## src/core/nfs_pkg.sv

```systemverilog
// Purpose: Shared constants, encodings and helpers for the erase host.
// Assumes: 250 MHz clock, 16-bit flash data bus, 24-bit word address.
// Notes:   Pin timing figures are plain defaults; tune them per part.
package nfs_pkg;

	localparam int unsigned CLK_NS = 4;

	function automatic int unsigned nfs_cyc_up(input int unsigned ns);
		return (ns + CLK_NS - 1) / CLK_NS;
	endfunction

	function automatic int unsigned nfs_cyc_dn(input int unsigned ns);
		return (ns / CLK_NS < 1) ? 1 : ns / CLK_NS;
	endfunction

	localparam int unsigned T_SETUP_NS   = 10;
	localparam int unsigned T_SETUP_CYC  = nfs_cyc_up(T_SETUP_NS);
	localparam int unsigned T_WP_NS      = 40;
	localparam int unsigned T_WP_CYC     = nfs_cyc_up(T_WP_NS);
	localparam int unsigned T_ACC_NS     = 80;
	localparam int unsigned T_ACC_CYC    = nfs_cyc_up(T_ACC_NS);
	localparam int unsigned T_HOLD_NS    = 20;
	localparam int unsigned T_HOLD_CYC   = nfs_cyc_up(T_HOLD_NS);
	localparam int unsigned T_RP_NS      = 500;
	localparam int unsigned T_RP_CYC     = nfs_cyc_up(T_RP_NS);
	localparam int unsigned SUSP_LAT_NS  = 30000;
	localparam int unsigned SUSP_LAT_CYC = nfs_cyc_up(SUSP_LAT_NS);
	localparam int unsigned BLK_WIN_NS   = 50000;
	localparam int unsigned BLK_WIN_CYC  = nfs_cyc_dn(BLK_WIN_NS);
	localparam int unsigned SYNC_STAGES  = 2;

	localparam int unsigned ADDR_W = 24;
	localparam int unsigned DATA_W = 16;
	localparam int unsigned CNT_W  = 16;
	localparam int unsigned BANK_HI = 23;
	localparam int unsigned BANK_LO = 22;

	localparam logic [23:0] UNLK_A1   = 24'h000555;
	localparam logic [23:0] UNLK_A2   = 24'h0002AA;
	localparam logic [15:0] D_UNLK1   = 16'h00AA;
	localparam logic [15:0] D_UNLK2   = 16'h0055;
	localparam logic [15:0] D_SETUP   = 16'h0080;
	localparam logic [15:0] D_CHIP    = 16'h0010;
	localparam logic [15:0] D_BLOCK   = 16'h0030;
	localparam logic [15:0] D_SUSPEND = 16'h00B0;
	localparam logic [15:0] D_RESUME  = 16'h0030;
	localparam logic [15:0] D_RESET   = 16'h00F0;
	localparam logic [15:0] D_AUTOSEL = 16'h0090;
	localparam logic [15:0] D_EXT_IN  = 16'h0088;
	localparam logic [15:0] D_EXT_OUT = 16'h0090;
	localparam logic [15:0] D_EXT_END = 16'h0000;

	localparam logic [3:0] OP_READ    = 4'h0;
	localparam logic [3:0] OP_CHIP    = 4'h1;
	localparam logic [3:0] OP_BLOCK   = 4'h2;
	localparam logic [3:0] OP_ADD     = 4'h3;
	localparam logic [3:0] OP_SUSPEND = 4'h4;
	localparam logic [3:0] OP_RESUME  = 4'h5;
	localparam logic [3:0] OP_RESET   = 4'h6;
	localparam logic [3:0] OP_AUTOSEL = 4'h7;
	localparam logic [3:0] OP_EXT_IN  = 4'h8;
	localparam logic [3:0] OP_EXT_OUT = 4'h9;
	localparam logic [3:0] OP_HWRESET = 4'hA;

	localparam logic [2:0] SQ_ONE   = 3'h0;
	localparam logic [2:0] SQ_CHIP6 = 3'h1;
	localparam logic [2:0] SQ_BLK6  = 3'h2;
	localparam logic [2:0] SQ_CHIP2 = 3'h3;
	localparam logic [2:0] SQ_BLK2  = 3'h4;
	localparam logic [2:0] SQ_UNLK3 = 3'h5;
	localparam logic [2:0] SQ_EXT4  = 3'h6;

	function automatic logic [2:0] nfs_len(input logic [2:0] kind);
		case (kind)
			SQ_CHIP6, SQ_BLK6: return 3'h6;
			SQ_CHIP2, SQ_BLK2: return 3'h2;
			SQ_UNLK3:          return 3'h3;
			SQ_EXT4:           return 3'h4;
			default:           return 3'h1;
		endcase
	endfunction

	// Returns {address, data} of write cycle idx of a sequence
	function automatic logic [39:0] nfs_step(input logic [2:0] kind,
			input logic [2:0] idx, input logic [23:0] tgt,
			input logic [15:0] od);
		logic last;
		last = (idx == nfs_len(kind) - 3'h1);
		if (kind == SQ_ONE)
			return {tgt, od};
		else if (kind == SQ_CHIP2 || kind == SQ_BLK2)
			return last ? {tgt, od} : {UNLK_A1, D_SETUP};
		else if (kind == SQ_EXT4 && idx == 3'h3)
			return {UNLK_A1, D_EXT_END};
		else if (idx == 3'h0 || idx == 3'h3)
			return {UNLK_A1, D_UNLK1};
		else if (idx == 3'h1 || idx == 3'h4)
			return {UNLK_A2, D_UNLK2};
		else if (kind == SQ_UNLK3 || kind == SQ_EXT4)
			return {UNLK_A1, od};
		else if (idx == 3'h2)
			return {UNLK_A1, D_SETUP};
		else
			return {tgt, od};
	endfunction

	function automatic logic [3:0] nfs_bank(input logic [23:0] a);
		return 4'h1 << a[BANK_HI:BANK_LO];
	endfunction

endpackage

```

## src/core/nfs_bus_cycle.sv

```systemverilog
// Purpose: One asynchronous flash bus write or read cycle per request.
// Assumes: Write cycles are WE-controlled with CE held low throughout.
// Notes:   Read data passes two sync stages, so access time grows by two.
`timescale 1ns/1ps
`default_nettype none
module nfs_bus_cycle
	import nfs_pkg::*;
(
	input  wire logic        clk,
	input  wire logic        reset_n,
	input  wire logic        req,
	input  wire logic        wr,
	input  wire logic [23:0] addr,
	input  wire logic [15:0] wdata,
	output logic             done,
	output logic [15:0]      rdata,
	output logic [23:0]      flash_addr,
	output logic [15:0]      flash_dq_out,
	output logic             flash_dq_oe_n,
	input  wire logic [15:0] flash_dq_in,
	output logic             flash_ce_n,
	output logic             flash_we_n,
	output logic             flash_oe_n
);

	typedef enum logic [3:0] {
		E_IDLE  = 4'h1,
		E_SETUP = 4'h2,
		E_ACT   = 4'h4,
		E_HOLD  = 4'h8
	} nfs_eng_st_t;

	typedef struct packed {
		nfs_eng_st_t st;
		logic [7:0]  cnt;
		logic        wr;
		logic [23:0] addr;
		logic [15:0] wdata;
		logic [15:0] rdata;
		logic        done;
		logic [15:0] s1;
		logic [15:0] s2;
	} nfs_eng_t;

	nfs_eng_t r, n;

	always_comb begin
		n = r;
		n.done = 1'b0;
		n.s1 = flash_dq_in;
		n.s2 = r.s1;
		if (r.cnt != 8'h00)
			n.cnt = r.cnt - 8'h01;
		case (r.st)
			E_IDLE: if (req) begin
				n.st = E_SETUP;
				n.wr = wr;
				n.addr = addr;
				n.wdata = wdata;
				n.cnt = 8'(T_SETUP_CYC - 1);
			end
			E_SETUP: if (r.cnt == 8'h00) begin
				n.st = E_ACT;
				// Read window covers the pin sync delay too
				n.cnt = r.wr ? 8'(T_WP_CYC - 1)
					: 8'(T_ACC_CYC + SYNC_STAGES - 1);
			end
			E_ACT: if (r.cnt == 8'h00) begin
				n.st = E_HOLD;
				n.cnt = 8'(T_HOLD_CYC - 1);
				if (!r.wr)
					n.rdata = r.s2;
			end
			E_HOLD: if (r.cnt == 8'h00) begin
				n.st = E_IDLE;
				n.done = 1'b1;
			end
			default: n.st = E_IDLE;
		endcase
	end

	always_ff @(posedge clk or negedge reset_n) begin
		if (!reset_n)
			r <= '{st: E_IDLE, default: '0};
		else
			r <= n;
	end

	assign done          = r.done;
	assign rdata         = r.rdata;
	assign flash_addr    = r.addr;
	assign flash_dq_out  = r.wdata;
	assign flash_dq_oe_n = !(r.wr && r.st != E_IDLE);
	assign flash_ce_n    = (r.st == E_IDLE);
	assign flash_we_n    = !(r.wr && r.st == E_ACT);
	assign flash_oe_n    = !(!r.wr && r.st == E_ACT);

endmodule
`default_nettype wire

```

## src/core/nfs_erase_host.sv

```systemverilog
// Purpose: Host-side erase sequencer driving a parallel NOR flash.
// Assumes: User logic polls status via reads and reports completion.
// Notes:   Commands the flash would ignore are dropped here with a reject.
`timescale 1ns/1ps
`default_nettype none
module nfs_erase_host
	import nfs_pkg::*;
#(
	parameter int unsigned WIN_CYC = BLK_WIN_CYC,
	parameter int unsigned LAT_CYC = SUSP_LAT_CYC
)(
	input  wire logic        clk,
	input  wire logic        reset_n,
	input  wire logic        cmd_valid,
	output logic             cmd_ready,
	input  wire logic [3:0]  cmd_op,
	input  wire logic [23:0] cmd_addr,
	input  wire logic        cmd_bypass,
	output logic             cmd_reject,
	input  wire logic        erase_done,
	input  wire logic        erase_fail,
	output logic             rsp_valid,
	output logic [15:0]      rsp_data,
	output logic             rsp_is_status,
	output logic             erasing,
	output logic             suspended,
	output logic             error,
	output logic             redo_erase,
	output logic             window_open,
	output logic [23:0]      flash_addr,
	output logic [15:0]      flash_dq_out,
	output logic             flash_dq_oe_n,
	input  wire logic [15:0] flash_dq_in,
	output logic             flash_ce_n,
	output logic             flash_we_n,
	output logic             flash_oe_n,
	output logic             flash_rst_n
);

	typedef enum logic [2:0] {
		M_IDLE  = 3'h1,
		M_ISSUE = 3'h2,
		M_WAIT  = 3'h4
	} nfs_seq_st_t;

	typedef enum logic [5:0] {
		MD_READY = 6'h01,
		MD_CHIP  = 6'h02,
		MD_BLOCK = 6'h04,
		MD_SUSPG = 6'h08,
		MD_SUSPD = 6'h10,
		MD_ERROR = 6'h20
	} nfs_mode_t;

	typedef struct packed {
		nfs_seq_st_t st;
		nfs_mode_t   md;
		logic [2:0]  kind;
		logic [2:0]  idx;
		logic [23:0] tgt;
		logic [15:0] od;
		logic        rd;
		logic        rdst;
		logic        arm;
		logic [15:0] win;
		logic [15:0] lat;
		logic [15:0] rstp;
		logic        autosel;
		logic        extblk;
		logic [3:0]  banks;
		logic        redo;
		logic        rsp_v;
		logic        rsp_st;
		logic [15:0] rsp_d;
		logic        rej;
	} nfs_host_t;

	nfs_host_t   r, n;
	nfs_host_t   keep;
	logic        accept;
	logic        ok;
	logic        eng_req;
	logic        eng_done;
	logic [15:0] eng_rdata;
	logic [39:0] step;
	logic        in_bank;

	assign cmd_ready = (r.st == M_IDLE) && (r.rstp == 16'h0000);
	assign accept    = cmd_valid && cmd_ready;
	assign step      = nfs_step(r.kind, r.idx, r.tgt, r.od);
	assign in_bank   = |(nfs_bank(cmd_addr) & r.banks);

	always_comb begin
		n = r;
		ok = 1'b1;
		eng_req = 1'b0;
		n.rsp_v = 1'b0;
		n.rej = 1'b0;
		if (r.win != 16'h0000)
			n.win = r.win - 16'h0001;
		if (r.rstp != 16'h0000)
			n.rstp = r.rstp - 16'h0001;
		if (r.md == MD_SUSPG) begin
			if (r.lat == 16'h0000)
				n.md = MD_SUSPD;
			else
				n.lat = r.lat - 16'h0001;
		end
		// Completion counts only once the controller has started
		if (erase_done && (r.md == MD_CHIP
				|| (r.md == MD_BLOCK && r.win == 16'h0000)))
			n.md = erase_fail ? MD_ERROR : MD_READY;
		keep = n;
		case (r.st)
			M_IDLE: if (accept) begin
				n.tgt = cmd_addr;
				n.idx = 3'h0;
				n.kind = SQ_ONE;
				n.rd = 1'b0;
				n.arm = 1'b0;
				n.rdst = 1'b0;
				case (cmd_op)
					OP_READ: begin
						n.rd = 1'b1;
						case (r.md)
							MD_CHIP, MD_ERROR: n.rdst = 1'b1;
							MD_BLOCK, MD_SUSPG: n.rdst = in_bank;
							MD_SUSPD: n.rdst = in_bank && !r.extblk;
							default: n.rdst = 1'b0;
						endcase
					end
					OP_CHIP, OP_BLOCK: begin
						ok = (r.md == MD_READY) && !r.autosel && !r.extblk;
						n.kind = (cmd_op == OP_CHIP)
							? (cmd_bypass ? SQ_CHIP2 : SQ_CHIP6)
							: (cmd_bypass ? SQ_BLK2 : SQ_BLK6);
						n.od = (cmd_op == OP_CHIP) ? D_CHIP : D_BLOCK;
						n.arm = (cmd_op == OP_BLOCK);
						n.md = (cmd_op == OP_CHIP) ? MD_CHIP : MD_BLOCK;
						n.banks = nfs_bank(cmd_addr);
						n.redo = 1'b0;
					end
					OP_ADD: begin
						ok = (r.md == MD_BLOCK) && (r.win != 16'h0000);
						n.od = D_BLOCK;
						n.arm = 1'b1;
						n.banks = r.banks | nfs_bank(cmd_addr);
					end
					OP_SUSPEND: begin
						ok = (r.md == MD_BLOCK);
						n.od = D_SUSPEND;
						n.md = MD_SUSPG;
						n.win = 16'h0000;
						n.lat = 16'(LAT_CYC);
					end
					OP_RESUME: begin
						ok = (r.md == MD_SUSPD) && !r.autosel
							&& !r.extblk;
						n.od = D_RESUME;
						n.md = MD_BLOCK;
					end
					OP_RESET: begin
						ok = (r.md == MD_READY) || (r.md == MD_ERROR)
							|| (r.md == MD_SUSPD)
							|| (r.md == MD_BLOCK && r.win != 16'h0000);
						n.od = D_RESET;
						n.autosel = 1'b0;
						if (r.md != MD_SUSPD) begin
							n.md = MD_READY;
							n.win = 16'h0000;
						end
					end
					OP_AUTOSEL, OP_EXT_IN: begin
						ok = (r.md == MD_READY || r.md == MD_SUSPD)
							&& !r.extblk;
						n.kind = SQ_UNLK3;
						n.od = (cmd_op == OP_AUTOSEL) ? D_AUTOSEL : D_EXT_IN;
						n.autosel = (cmd_op == OP_AUTOSEL) || r.autosel;
						n.extblk = (cmd_op == OP_EXT_IN);
					end
					OP_EXT_OUT: begin
						ok = r.extblk;
						n.kind = SQ_EXT4;
						n.od = D_EXT_OUT;
						n.extblk = 1'b0;
					end
					OP_HWRESET: begin
						ok = 1'b0;
						n.rstp = 16'(T_RP_CYC);
						// Aborted erase leaves data undefined
						n.redo = (r.md != MD_READY);
						n.md = MD_READY;
						n.win = 16'h0000;
						n.autosel = 1'b0;
						n.extblk = 1'b0;
					end
					default: ok = 1'b0;
				endcase
				if (ok) begin
					n.st = M_ISSUE;
				end else if (cmd_op != OP_HWRESET) begin
					// Refusal must not swallow a completion or stall timers
					n = keep;
					n.rej = 1'b1;
				end
			end
			M_ISSUE: begin
				eng_req = 1'b1;
				n.st = M_WAIT;
			end
			M_WAIT: if (eng_done) begin
				if (r.rd) begin
					n.st = M_IDLE;
					n.rsp_v = 1'b1;
					n.rsp_d = eng_rdata;
					n.rsp_st = r.rdst;
				end else if (r.idx == nfs_len(r.kind) - 3'h1) begin
					n.st = M_IDLE;
					if (r.arm)
						n.win = 16'(WIN_CYC);
				end else begin
					n.idx = r.idx + 3'h1;
					n.st = M_ISSUE;
				end
			end
			default: n.st = M_IDLE;
		endcase
	end

	always_ff @(posedge clk or negedge reset_n) begin
		if (!reset_n)
			r <= '{st: M_IDLE, md: MD_READY, default: '0};
		else
			r <= n;
	end

	nfs_bus_cycle u_cycle (
		.clk           (clk),
		.reset_n       (reset_n),
		.req           (eng_req),
		.wr            (!r.rd),
		.addr          (step[39:16]),
		.wdata         (step[15:0]),
		.done          (eng_done),
		.rdata         (eng_rdata),
		.flash_addr    (flash_addr),
		.flash_dq_out  (flash_dq_out),
		.flash_dq_oe_n (flash_dq_oe_n),
		.flash_dq_in   (flash_dq_in),
		.flash_ce_n    (flash_ce_n),
		.flash_we_n    (flash_we_n),
		.flash_oe_n    (flash_oe_n)
	);

	assign cmd_reject    = r.rej;
	assign rsp_valid     = r.rsp_v;
	assign rsp_data      = r.rsp_d;
	assign rsp_is_status = r.rsp_st;
	assign erasing       = (r.md == MD_CHIP) || (r.md == MD_BLOCK);
	assign suspended     = (r.md == MD_SUSPD);
	assign error         = (r.md == MD_ERROR);
	assign redo_erase    = r.redo;
	assign window_open   = (r.md == MD_BLOCK) && (r.win != 16'h0000);
	assign flash_rst_n   = (r.rstp == 16'h0000);
endmodule
`default_nettype wire

```

## config.mk

```make
export PLATFORM = sky130hd
export DESIGN_NAME = nfs_erase_host
export DESIGN_NICKNAME = d
export VERILOG_FILES = /design/src/core/nfs_pkg.sv /design/src/core/nfs_bus_cycle.sv /design/src/core/nfs_erase_host.sv
export SDC_FILE = /design/constraint.sdc
export NUM_CORES = 1
export LEC_CHECK = 0
export ABC_CLOCK_PERIOD_IN_PS = 6000
export BUFFER_PORTS_ARGS = -buffer_cell sky130_fd_sc_hd__buf_2
export CORE_AREA = 2 2 135 137
export CTS_CLUSTER_DIAMETER = 200
export DETAILED_ROUTE_END_ITERATION = 16
export DIE_AREA = 0 0 137 139
export PLACE_DENSITY = 0.8
export SLEW_MARGIN = 20
export SYNTH_ARGS = -nofsm -noshare
export SYNTH_HDL_FRONTEND = slang
export SYNTH_SLANG_ARGS = --single-unit
```

## constraint.sdc

```tcl
create_clock -name clk -period 6 [get_ports clk]
set_clock_uncertainty 0.1 [all_clocks]
set_input_delay 1.2 -clock clk [delete_from_list [all_inputs] [get_ports clk]]
set_output_delay 1.2 -clock clk [all_outputs]
set_load 0.02 [all_outputs]
```

==> results.yml, run 1 <==
logic_synthesis:
  syn-num-nets: 1041
  syn_area_sq_um: 10900
  synth_compound_area_frac: 0.108
  synthMuxAreaShare: 0.0784
  synth_area_leaders: "dfrtp_1 (53%), mux2_2 (4.6%), buf_4 (3.9%), nor2_1 (2.8%), mux2_4 (2.6%)"
  synth-async-reset-ratio: 1.00
  synth_cell_types: 74
  ys.flop_type: "dfrtp_1"
  syn_area_per_cell_sq_um: 11.1
  synth_xor_area_frac: 0.0370
  ys.warnings.count: 0
  synth_edf_count: 0
  synth_top_family_by_area: "simple AND/OR/NAND/NOR gates"
  synth_largest_area_cell: "dfrtp_1"
  synth_fa_ha_area_frac: 0.0161
  netlist_instances: 977
  seq_area_frac_synth: 0.538
  ys_seq_elements: 234
  synthSimpleGateAreaFrac: 0.161
  yosys.area.top_type_share: 0.531
drt:
  drc: 0
  antenna_left: 0
  drt_iter0_drc: 660
  top_layer: "met4"
  wl_met3_um: 1120
  dr.pass1.iters: 5
  viasPerCell: 5.76
  wl_met1_um: 9930
  wl_met2_um: 10900
  wl_per_cell_um: 17.3
  drt-total-wl_um: 22200
  vias: 7378
power:
  ir_drop_uv: 206
  p_leak_uw: 0.00573
  powerDensity_nw_per_um2: 267
critical_path:
  critPathMaxFanout: 8
  cp-end-kind: "output port"
  max_stage_delay_ps: 580
  critical_path_required_ps: 4700
  worst-setup-path-type: "flip-flop to output port"
  slowest_stage: "or4_1"
  rr_startpoint: "keep[122]$_DFFE_PN0P_"
  reg2regPathDepth: 10
  r2r_slack_ps: 2380
  cp.arrival_ps: 2780
  crit_path_cell_trace: "or4_1 -> or3_1 -> nor2_1 -> nand2_1 -> inv_1 -> buf_2"
  worstReg2RegEnd: "r[66]$_DFF_PN0_"
  critPathLaunchType: "flip-flop"
clock_tree:
  cts_buffers: 25
  postCtsHoldBufs: 0
  cts_setup_buffers: 0
  clock-root-buffer: "clkbuf_16"
  clock_sinks: 234
  clk_latency_ps: 510
  cts.path.max_buffers: 3
  htree_levels: 1
  clkTransAtPathRegs_ps: 60
  cts_tree: "done"
  cts_resized: 0
hold_path:
  hp-class: "flip-flop to flip-flop"
  hold_depth: 0
  min_from: "u_cycle.n[1]$_DFF_PN0_"
  holdPathEnd: "u_cycle.r[1]$_DFF_PN0_"
global_route:
  groute.usage.overall: 0.239
  grt_first_pass_wirelength_um: 36800
  grt_antenna_before_repair: 1
  grt_pass1_vias: 7198
  overflow: 0
  grt_max_degree: 142
layout:
  num-fill-cells: 1347
  syn_to_final_growth_pct: 11.0
  seqCellArea_sq_um: 5860
  fin_cells: 1282
  multi_input_area_sq_um: 4370
  drive_above_1_share: 0.252
  fin_nets: 1101
timing:
  rsz0062_at_grt: "false"
  tns_ps: 0
  relSlewSlack: 0.339
  finalMaxSlewViolations: 0
  hold_viol: 0
  worst_slew_pin_slew_ps: 989
  max_freq_mhz: 245
  min_period_ps: 4080
  worst_slack_ps: 1920
  post-route-period-util: 0.680
  setup_viol: 0
floorplanning:
  core_sq_um: 17700
  die_area_sq_um: 19000
  die_h_um: 139
  core.rowCount: 49
  pin_count: 120
  die_width_um: 137
  initial_core_util: 0.616
placement:
  dp_cells: 1239
  post-place-ws_ps: 1880
  dp_hpwl_um: 15200
  gp_congestion: 0.921
  io_buffers: 119
run:
  cap_violations: 0
run_status:
  status: "finished, final reports clean"
[placed cells by master, fill, tap and decap left out, types with 6 or more instances in the layout]
| master | instances |
|---|---|
| dfrtp_1 | 231 |
| buf_2 | 118 |
| nor2_1 | 80 |
| nand2_1 | 62 |
| mux2_2 | 44 |
| o21ai_0 | 41 |
| nor3_1 | 38 |
| a21oi_1 | 38 |
| xnor2_1 | 27 |
| inv_1 | 25 |
| clkbuf_16 | 25 |
| a22o_1 | 23 |
| nand3_1 | 20 |
| nor4_1 | 19 |
| xor2_1 | 19 |
| mux2_4 | 19 |
| or3_1 | 16 |
| and2_1 | 15 |
| nand2b_1 | 15 |
| o221a_2 | 15 |
| ha_1 | 14 |
| nor2b_1 | 13 |
| or2_2 | 10 |
| nand3b_1 | 8 |
| clkbuf_1 | 7 |
| o211ai_1 | 6 |
[state kept, by name, indices dropped and copies added, names as in the netlist]
name	count
keep	58
r	54
u_cycle.r	29
u_cycle.flash_addr	24
rsp_data	16
u_cycle.flash_dq_out	16
u_cycle.n	16
u_cycle.rdata	16
cmd_reject	1
redo_erase	1
rsp_is_status	1
rsp_valid	1
u_cycle.done	1
[cell usage after synthesis, types with 3 or more instances]
master    instances
nand2b_1         15
xnor2_1          27
or2_2            10
nand2_1          62
and3_1            3
buf_2             5
nor2_1           80
o21a_1            4
nor3_1           39
dfstp_2           3
mux2_2           44
o211ai_1          6
nor3b_1           4
inv_1            25
a22o_1           23
o22ai_1           3
o21ai_0          41
nand4b_1          3
o31ai_1           3
o221a_2          15
or4_1             4
nor2b_1          13
clkbuf_1         26
buf_4            56
nand3_1          20
a21oi_1          38
nor4b_1           4
mux2_4           19
dfrtp_1         231
nor4_1           19
a31oi_1           5
or3_1            17
a221o_1           4
xor2_1           19
o221ai_1          3
ha_1             14
mux2i_1           5
and2_1           15
nand3b_1          8
[stage by stage]
| stage | hold slack (ps) | utilization | total power [uW] | cell area, sq um |
|---|---|---|---|---|
| 2_1_floorplan | 231 | - | 1650 | 10900 |
| 3_3_place_gp | 232 | 0.637 | 1710 | 11300 |
| 3_5_place_dp | 235 | 0.637 | 1710 | 11300 |
| 4_1_cts | 248 | 0.684 | 3260 | 12100 |
| 5_1_grt | 252 | 0.684 | 3340 | 12100 |
| 6_report | 246 | 0.684 | 3230 | 12100 |
[cell type report]
type | count | area share
inverter | 26 | 0.00808
multi-input combinational | 628 | 0.362
tap | 229 | 0.0237
clock buffer | 37 | 0.0597
sequential | 234 | 0.485
antenna | 1 | 0.000207
timing repair buffer | 122 | 0.0530
clock inverter | 5 | 0.00860
[how the worst max path moves through the flow]
stage	start	end	slack [ps]
final	r[32]$_DFF_PN0_	flash_rst_n	1920
after global routing	r[32]$_DFF_PN0_	flash_rst_n	1730
after CTS	r[32]$_DFF_PN0_	flash_rst_n	1920
after detailed placement	cmd_op[3]	keep[89]$_DFFE_PN0P_	1880
after global placement	cmd_op[3]	keep[83]$_DFFE_PN0P_	1920
after floorplan	cmd_op[1]	keep[119]$_DFFE_PN0P_	2480
[layer usage]
layer	global-route usage	vias up
met4	0.0559	0
met2	0.391	162
met3	0.0380	23
li1	-	3534
met5	0	-
met1	0.337	3659
[report_power, final]
group          switching [uW]  internal [uW]
registers                3.57           1590
clock network             591            953
logic                    63.3           25.9
total                     657           2570
[worst max-delay path, delay by kind of cell, from the launching register on]
| family | cells | cell delay [ps] |
|---|---|---|
| buf+inv | 2 | 360 |
| flops | 1 | 440 |
| simple gates | 4 | 1460 |
[cells by family (layout without fill, tap and decap cells)]
family	after synthesis	count (layout)
other cells	0	1
xor+xnor	46	46
mux	69	69
compound gates	166	166
fa+ha+maj	14	14
simple gates	333	333
buf+inv	115	190
flops	234	234
(Power assumes the default switching activity.)
==> run 2, diff against run 1 <==
Settings changed: ABC_AREA set to 1, ABC_CLOCK_PERIOD_IN_PS 6000 to 4100, CORE_AREA 2 2 135 137 to 2 2 143 145, DIE_AREA 0 0 137 139 to 0 0 145 147, PLACE_DENSITY 0.8 to 0.75.
Clock period 6 ns to 4.1 ns, I/O delays scaled along.
==> run 2 against run 1 <==
- area after synthesis is 5.2% higher
- sequential share of layout area is 2.6 points lower
- critical path type is now flip-flop to flip-flop
- critical endpoint is now u_cycle.flash_addr[17]$_DFFE_PN0P_
- register-to-register slack worse by 1600 ps
- highest routed layer unchanged
- synthesized cell count is 40% higher
- largest cell class unchanged
- power is 51% higher
==> results.yml, run 2 <==
timing:
  finalMaxSlewViolations: 0
  rsz0062_at_grt: "false"
  tns_ps: 0
  setup_viol: 0
  worst_slew_pin_slew_ps: 1020
  relSlewSlack: 0.313
  post-route-period-util: 0.808
  max_freq_mhz: 302
  min_period_ps: 3310
  hold_viol: 0
layout:
  num-fill-cells: 1636
  syn_to_final_growth_pct: 11.5
  final_cell_mix: "nand2_1 (369), dfrtp_1 (231), nor2_1 (137)"
  fin_cells: 1724
  seqCellArea_sq_um: 5860
  drive_above_1_share: 0.164
  multi_input_area_sq_um: 4440
  fin_nets: 1499
  largest_register_ff_count: 58
  layout_commonest_cell: "nand2_1"
global_route:
  groute.usage.overall: 0.239
  grt_first_pass_wirelength_um: 42500
  overflow: 0
  grt_max_degree: 120
  grt_antenna_before_repair: 1
  grt_pass1_vias: 8811
critical_path:
  critPathMaxFanout: 13
  critical_path_required_ps: 4400
  cp-end-kind: "flip-flop"
  critPathLaunchType: "flip-flop"
  worst-setup-path-type: "flip-flop to flip-flop"
  cp.arrival_ps: 3620
floorplanning:
  core_sq_um: 19800
  pin_count: 120
  die_width_um: 145
  initial_core_util: 0.577
  core.rowCount: 52
  die_h_um: 147
  die_area_sq_um: 21300
drt:
  vias: 9063
  wl_per_cell_um: 14.4
  drt-total-wl_um: 24900
  dr.pass1.iters: 5
  drt_iter0_drc: 593
  drc: 0
  viasPerCell: 5.26
  antenna_left: 0
placement:
  gp_congestion: 0.991
  io_buffers: 119
  dp_hpwl_um: 17400
  dp_cells: 1678
power:
  p_int_uw: 3830
  powerDensity_nw_per_um2: 382
  swShare: 0.213
  ir_drop_uv: 349
  clkPwrFrac: 0.490
  p_leak_uw: 0.00688
  p_seq_frac: 0.480
  finalPower_uw: 4870
  switchingPower_uw: 1040
  combPwrFrac: 0.030
logic_synthesis:
  ys.flop_type: "dfrtp_1"
  synth_common_cells: "nand2_1 (370), dfrtp_1 (231), nor2_1 (138), inv_1 (135), nand3_1 (87)"
  ys.warnings.count: 0
  syn_area_per_cell_sq_um: 8.40
  syn-num-nets: 1427
  netlist_instances: 1363
  synth_edf_count: 0
  synth_largest_area_cell: "dfrtp_1"
  ys_seq_elements: 234
  synth-async-reset-ratio: 1.00
  yosys.area.top_type_share: 0.505
  synth_cell_types: 48
  synth_most_common_cell: "nand2_1"
  seq_area_frac_synth: 0.512
  syn_area_sq_um: 11400
  synth_area_leaders: "dfrtp_1 (50%), nand2_1 (12%), nor2_1 (4.5%), inv_1 (4.4%), nand3_1 (3.8%)"
clock_tree:
  cts_setup_buffers: 0
  clk_latency_ps: 520
  htree_levels: 1
  clkTransAtPathRegs_ps: 60
  postCtsHoldBufs: 0
  clock_sinks: 234
  cts.path.max_buffers: 3
  clock-root-buffer: "clkbuf_16"
  cts_tree: "done"
  cts_resized: 0
  cts_buffers: 25
run_status:
  status: "finished, final reports clean"
hold_path:
  hp-class: "flip-flop to flip-flop"
run:
  cap_violations: 0
## run 2: changes by cell type in the layout (fill, tap and decap cells not counted), moves of 18 or more
cell     before  now
a22o_1       23    0
inv_1        25  135
mux2_2       44   14
mux2_4       19    0
nand2_1      62  369
nand3_1      20   87
nor2_1       80  137
nor3_1       38   16
o21ai_0      41   85
o21ai_1       0   18
## run 2: final timing paths
| check | startpoint | to | slack, ps | depth (start not counted) |
|---|---|---|---|---|
| worst max-delay path | keep[121]$_DFFE_PN0P_ | u_cycle.flash_addr[17]$_DFFE_PN0P_ | 790 | 14 |
| worst min-delay path | u_cycle.n[9]$_DFF_PN0_ | u_cycle.r[9]$_DFF_PN0_ | 240 | 0 |
| worst max register to register | keep[121]$_DFFE_PN0P_ | u_cycle.flash_addr[17]$_DFFE_PN0P_ | 790 | 14 |
| worst min register to register | u_cycle.n[9]$_DFF_PN0_ | u_cycle.r[9]$_DFF_PN0_ | 240 | 0 |
| max in group asynchronous | reset_n | r[46]$_DFF_PN0_ | 2690 | 2 |
| min in group asynchronous | reset_n | u_cycle.flash_addr[9]$_DFFE_PN0P_ | 260 | 1 |
## run 2: stage by stage
stage | util | setup slack, ps | hold WS [ps] | cell area, sq um
2_1_floorplan | - | 1380 | 231 | 11400
5_1_grt | 0.643 | 498 | 251 | 12800
6_report | 0.643 | 785 | 244 | 12800
3_3_place_gp | 0.598 | 803 | 232 | 11900
3_5_place_dp | 0.598 | 661 | 236 | 11900
4_1_cts | 0.643 | 821 | 247 | 12800
## run 2: layout make-up
cell class,count,area share
multi-input cells,900,0.348
clock buffers,31,0.0547
diodes,1,0.000196
flip-flops and latches,234,0.459
well taps,270,0.0265
inverters,145,0.0426
repair buffers,129,0.0543
clock inverters,14,0.0146
## run 2: kinds of logic (layout without fill, tap and decap cells)
kind of cell	after synthesis	after routing	share of synthesized area
xor+xnor	33	33	0.0252
fa+ha+maj	14	14	0.0153
buf+inv	229	319	0.101
compound gates	163	163	0.0772
flops	234	234	0.512
other cells	0	1	0
mux	16	16	0.0157
simple gates	674	674	0.254
## run 2: worst max-delay path, cell delays in order (launching register included)
cell and delay, ps:
dfrtp_1 420, nor2_2 180, nand2_1 180, inv_1 350, a21oi_1 80, ha_1 300
xor2_1 160, nand2_1 70, nor2_1 40, nand2_1 130, inv_1 120, a21oi_1 330
o21ai_1 450, nand3_1 200, nand2_1 70
## run 2: routing by layer
| layer | global-route usage | vias to the layer above | wire, um |
|---|---|---|---|
| met4 | 0.0589 | 0 | 469 |
| met3 | 0.0385 | 43 | 1550 |
| met2 | 0.406 | 283 | 12000 |
| met5 | 0 | - | 0 |
| li1 | - | 4437 | - |
| met1 | 0.324 | 4300 | 10900 |
## run 2: power groups by stage
stage | registers (uW) | clock network (uW) | logic [uW]
3_5_place_dp | 2380 | 0 | 148
4_1_cts | 2340 | 2420 | 148
2_1_floorplan | 2380 | 0 | 51.6
6_report | 2340 | 2380 | 146
5_1_grt | 2340 | 2530 | 167
3_3_place_gp | 2380 | 0 | 146
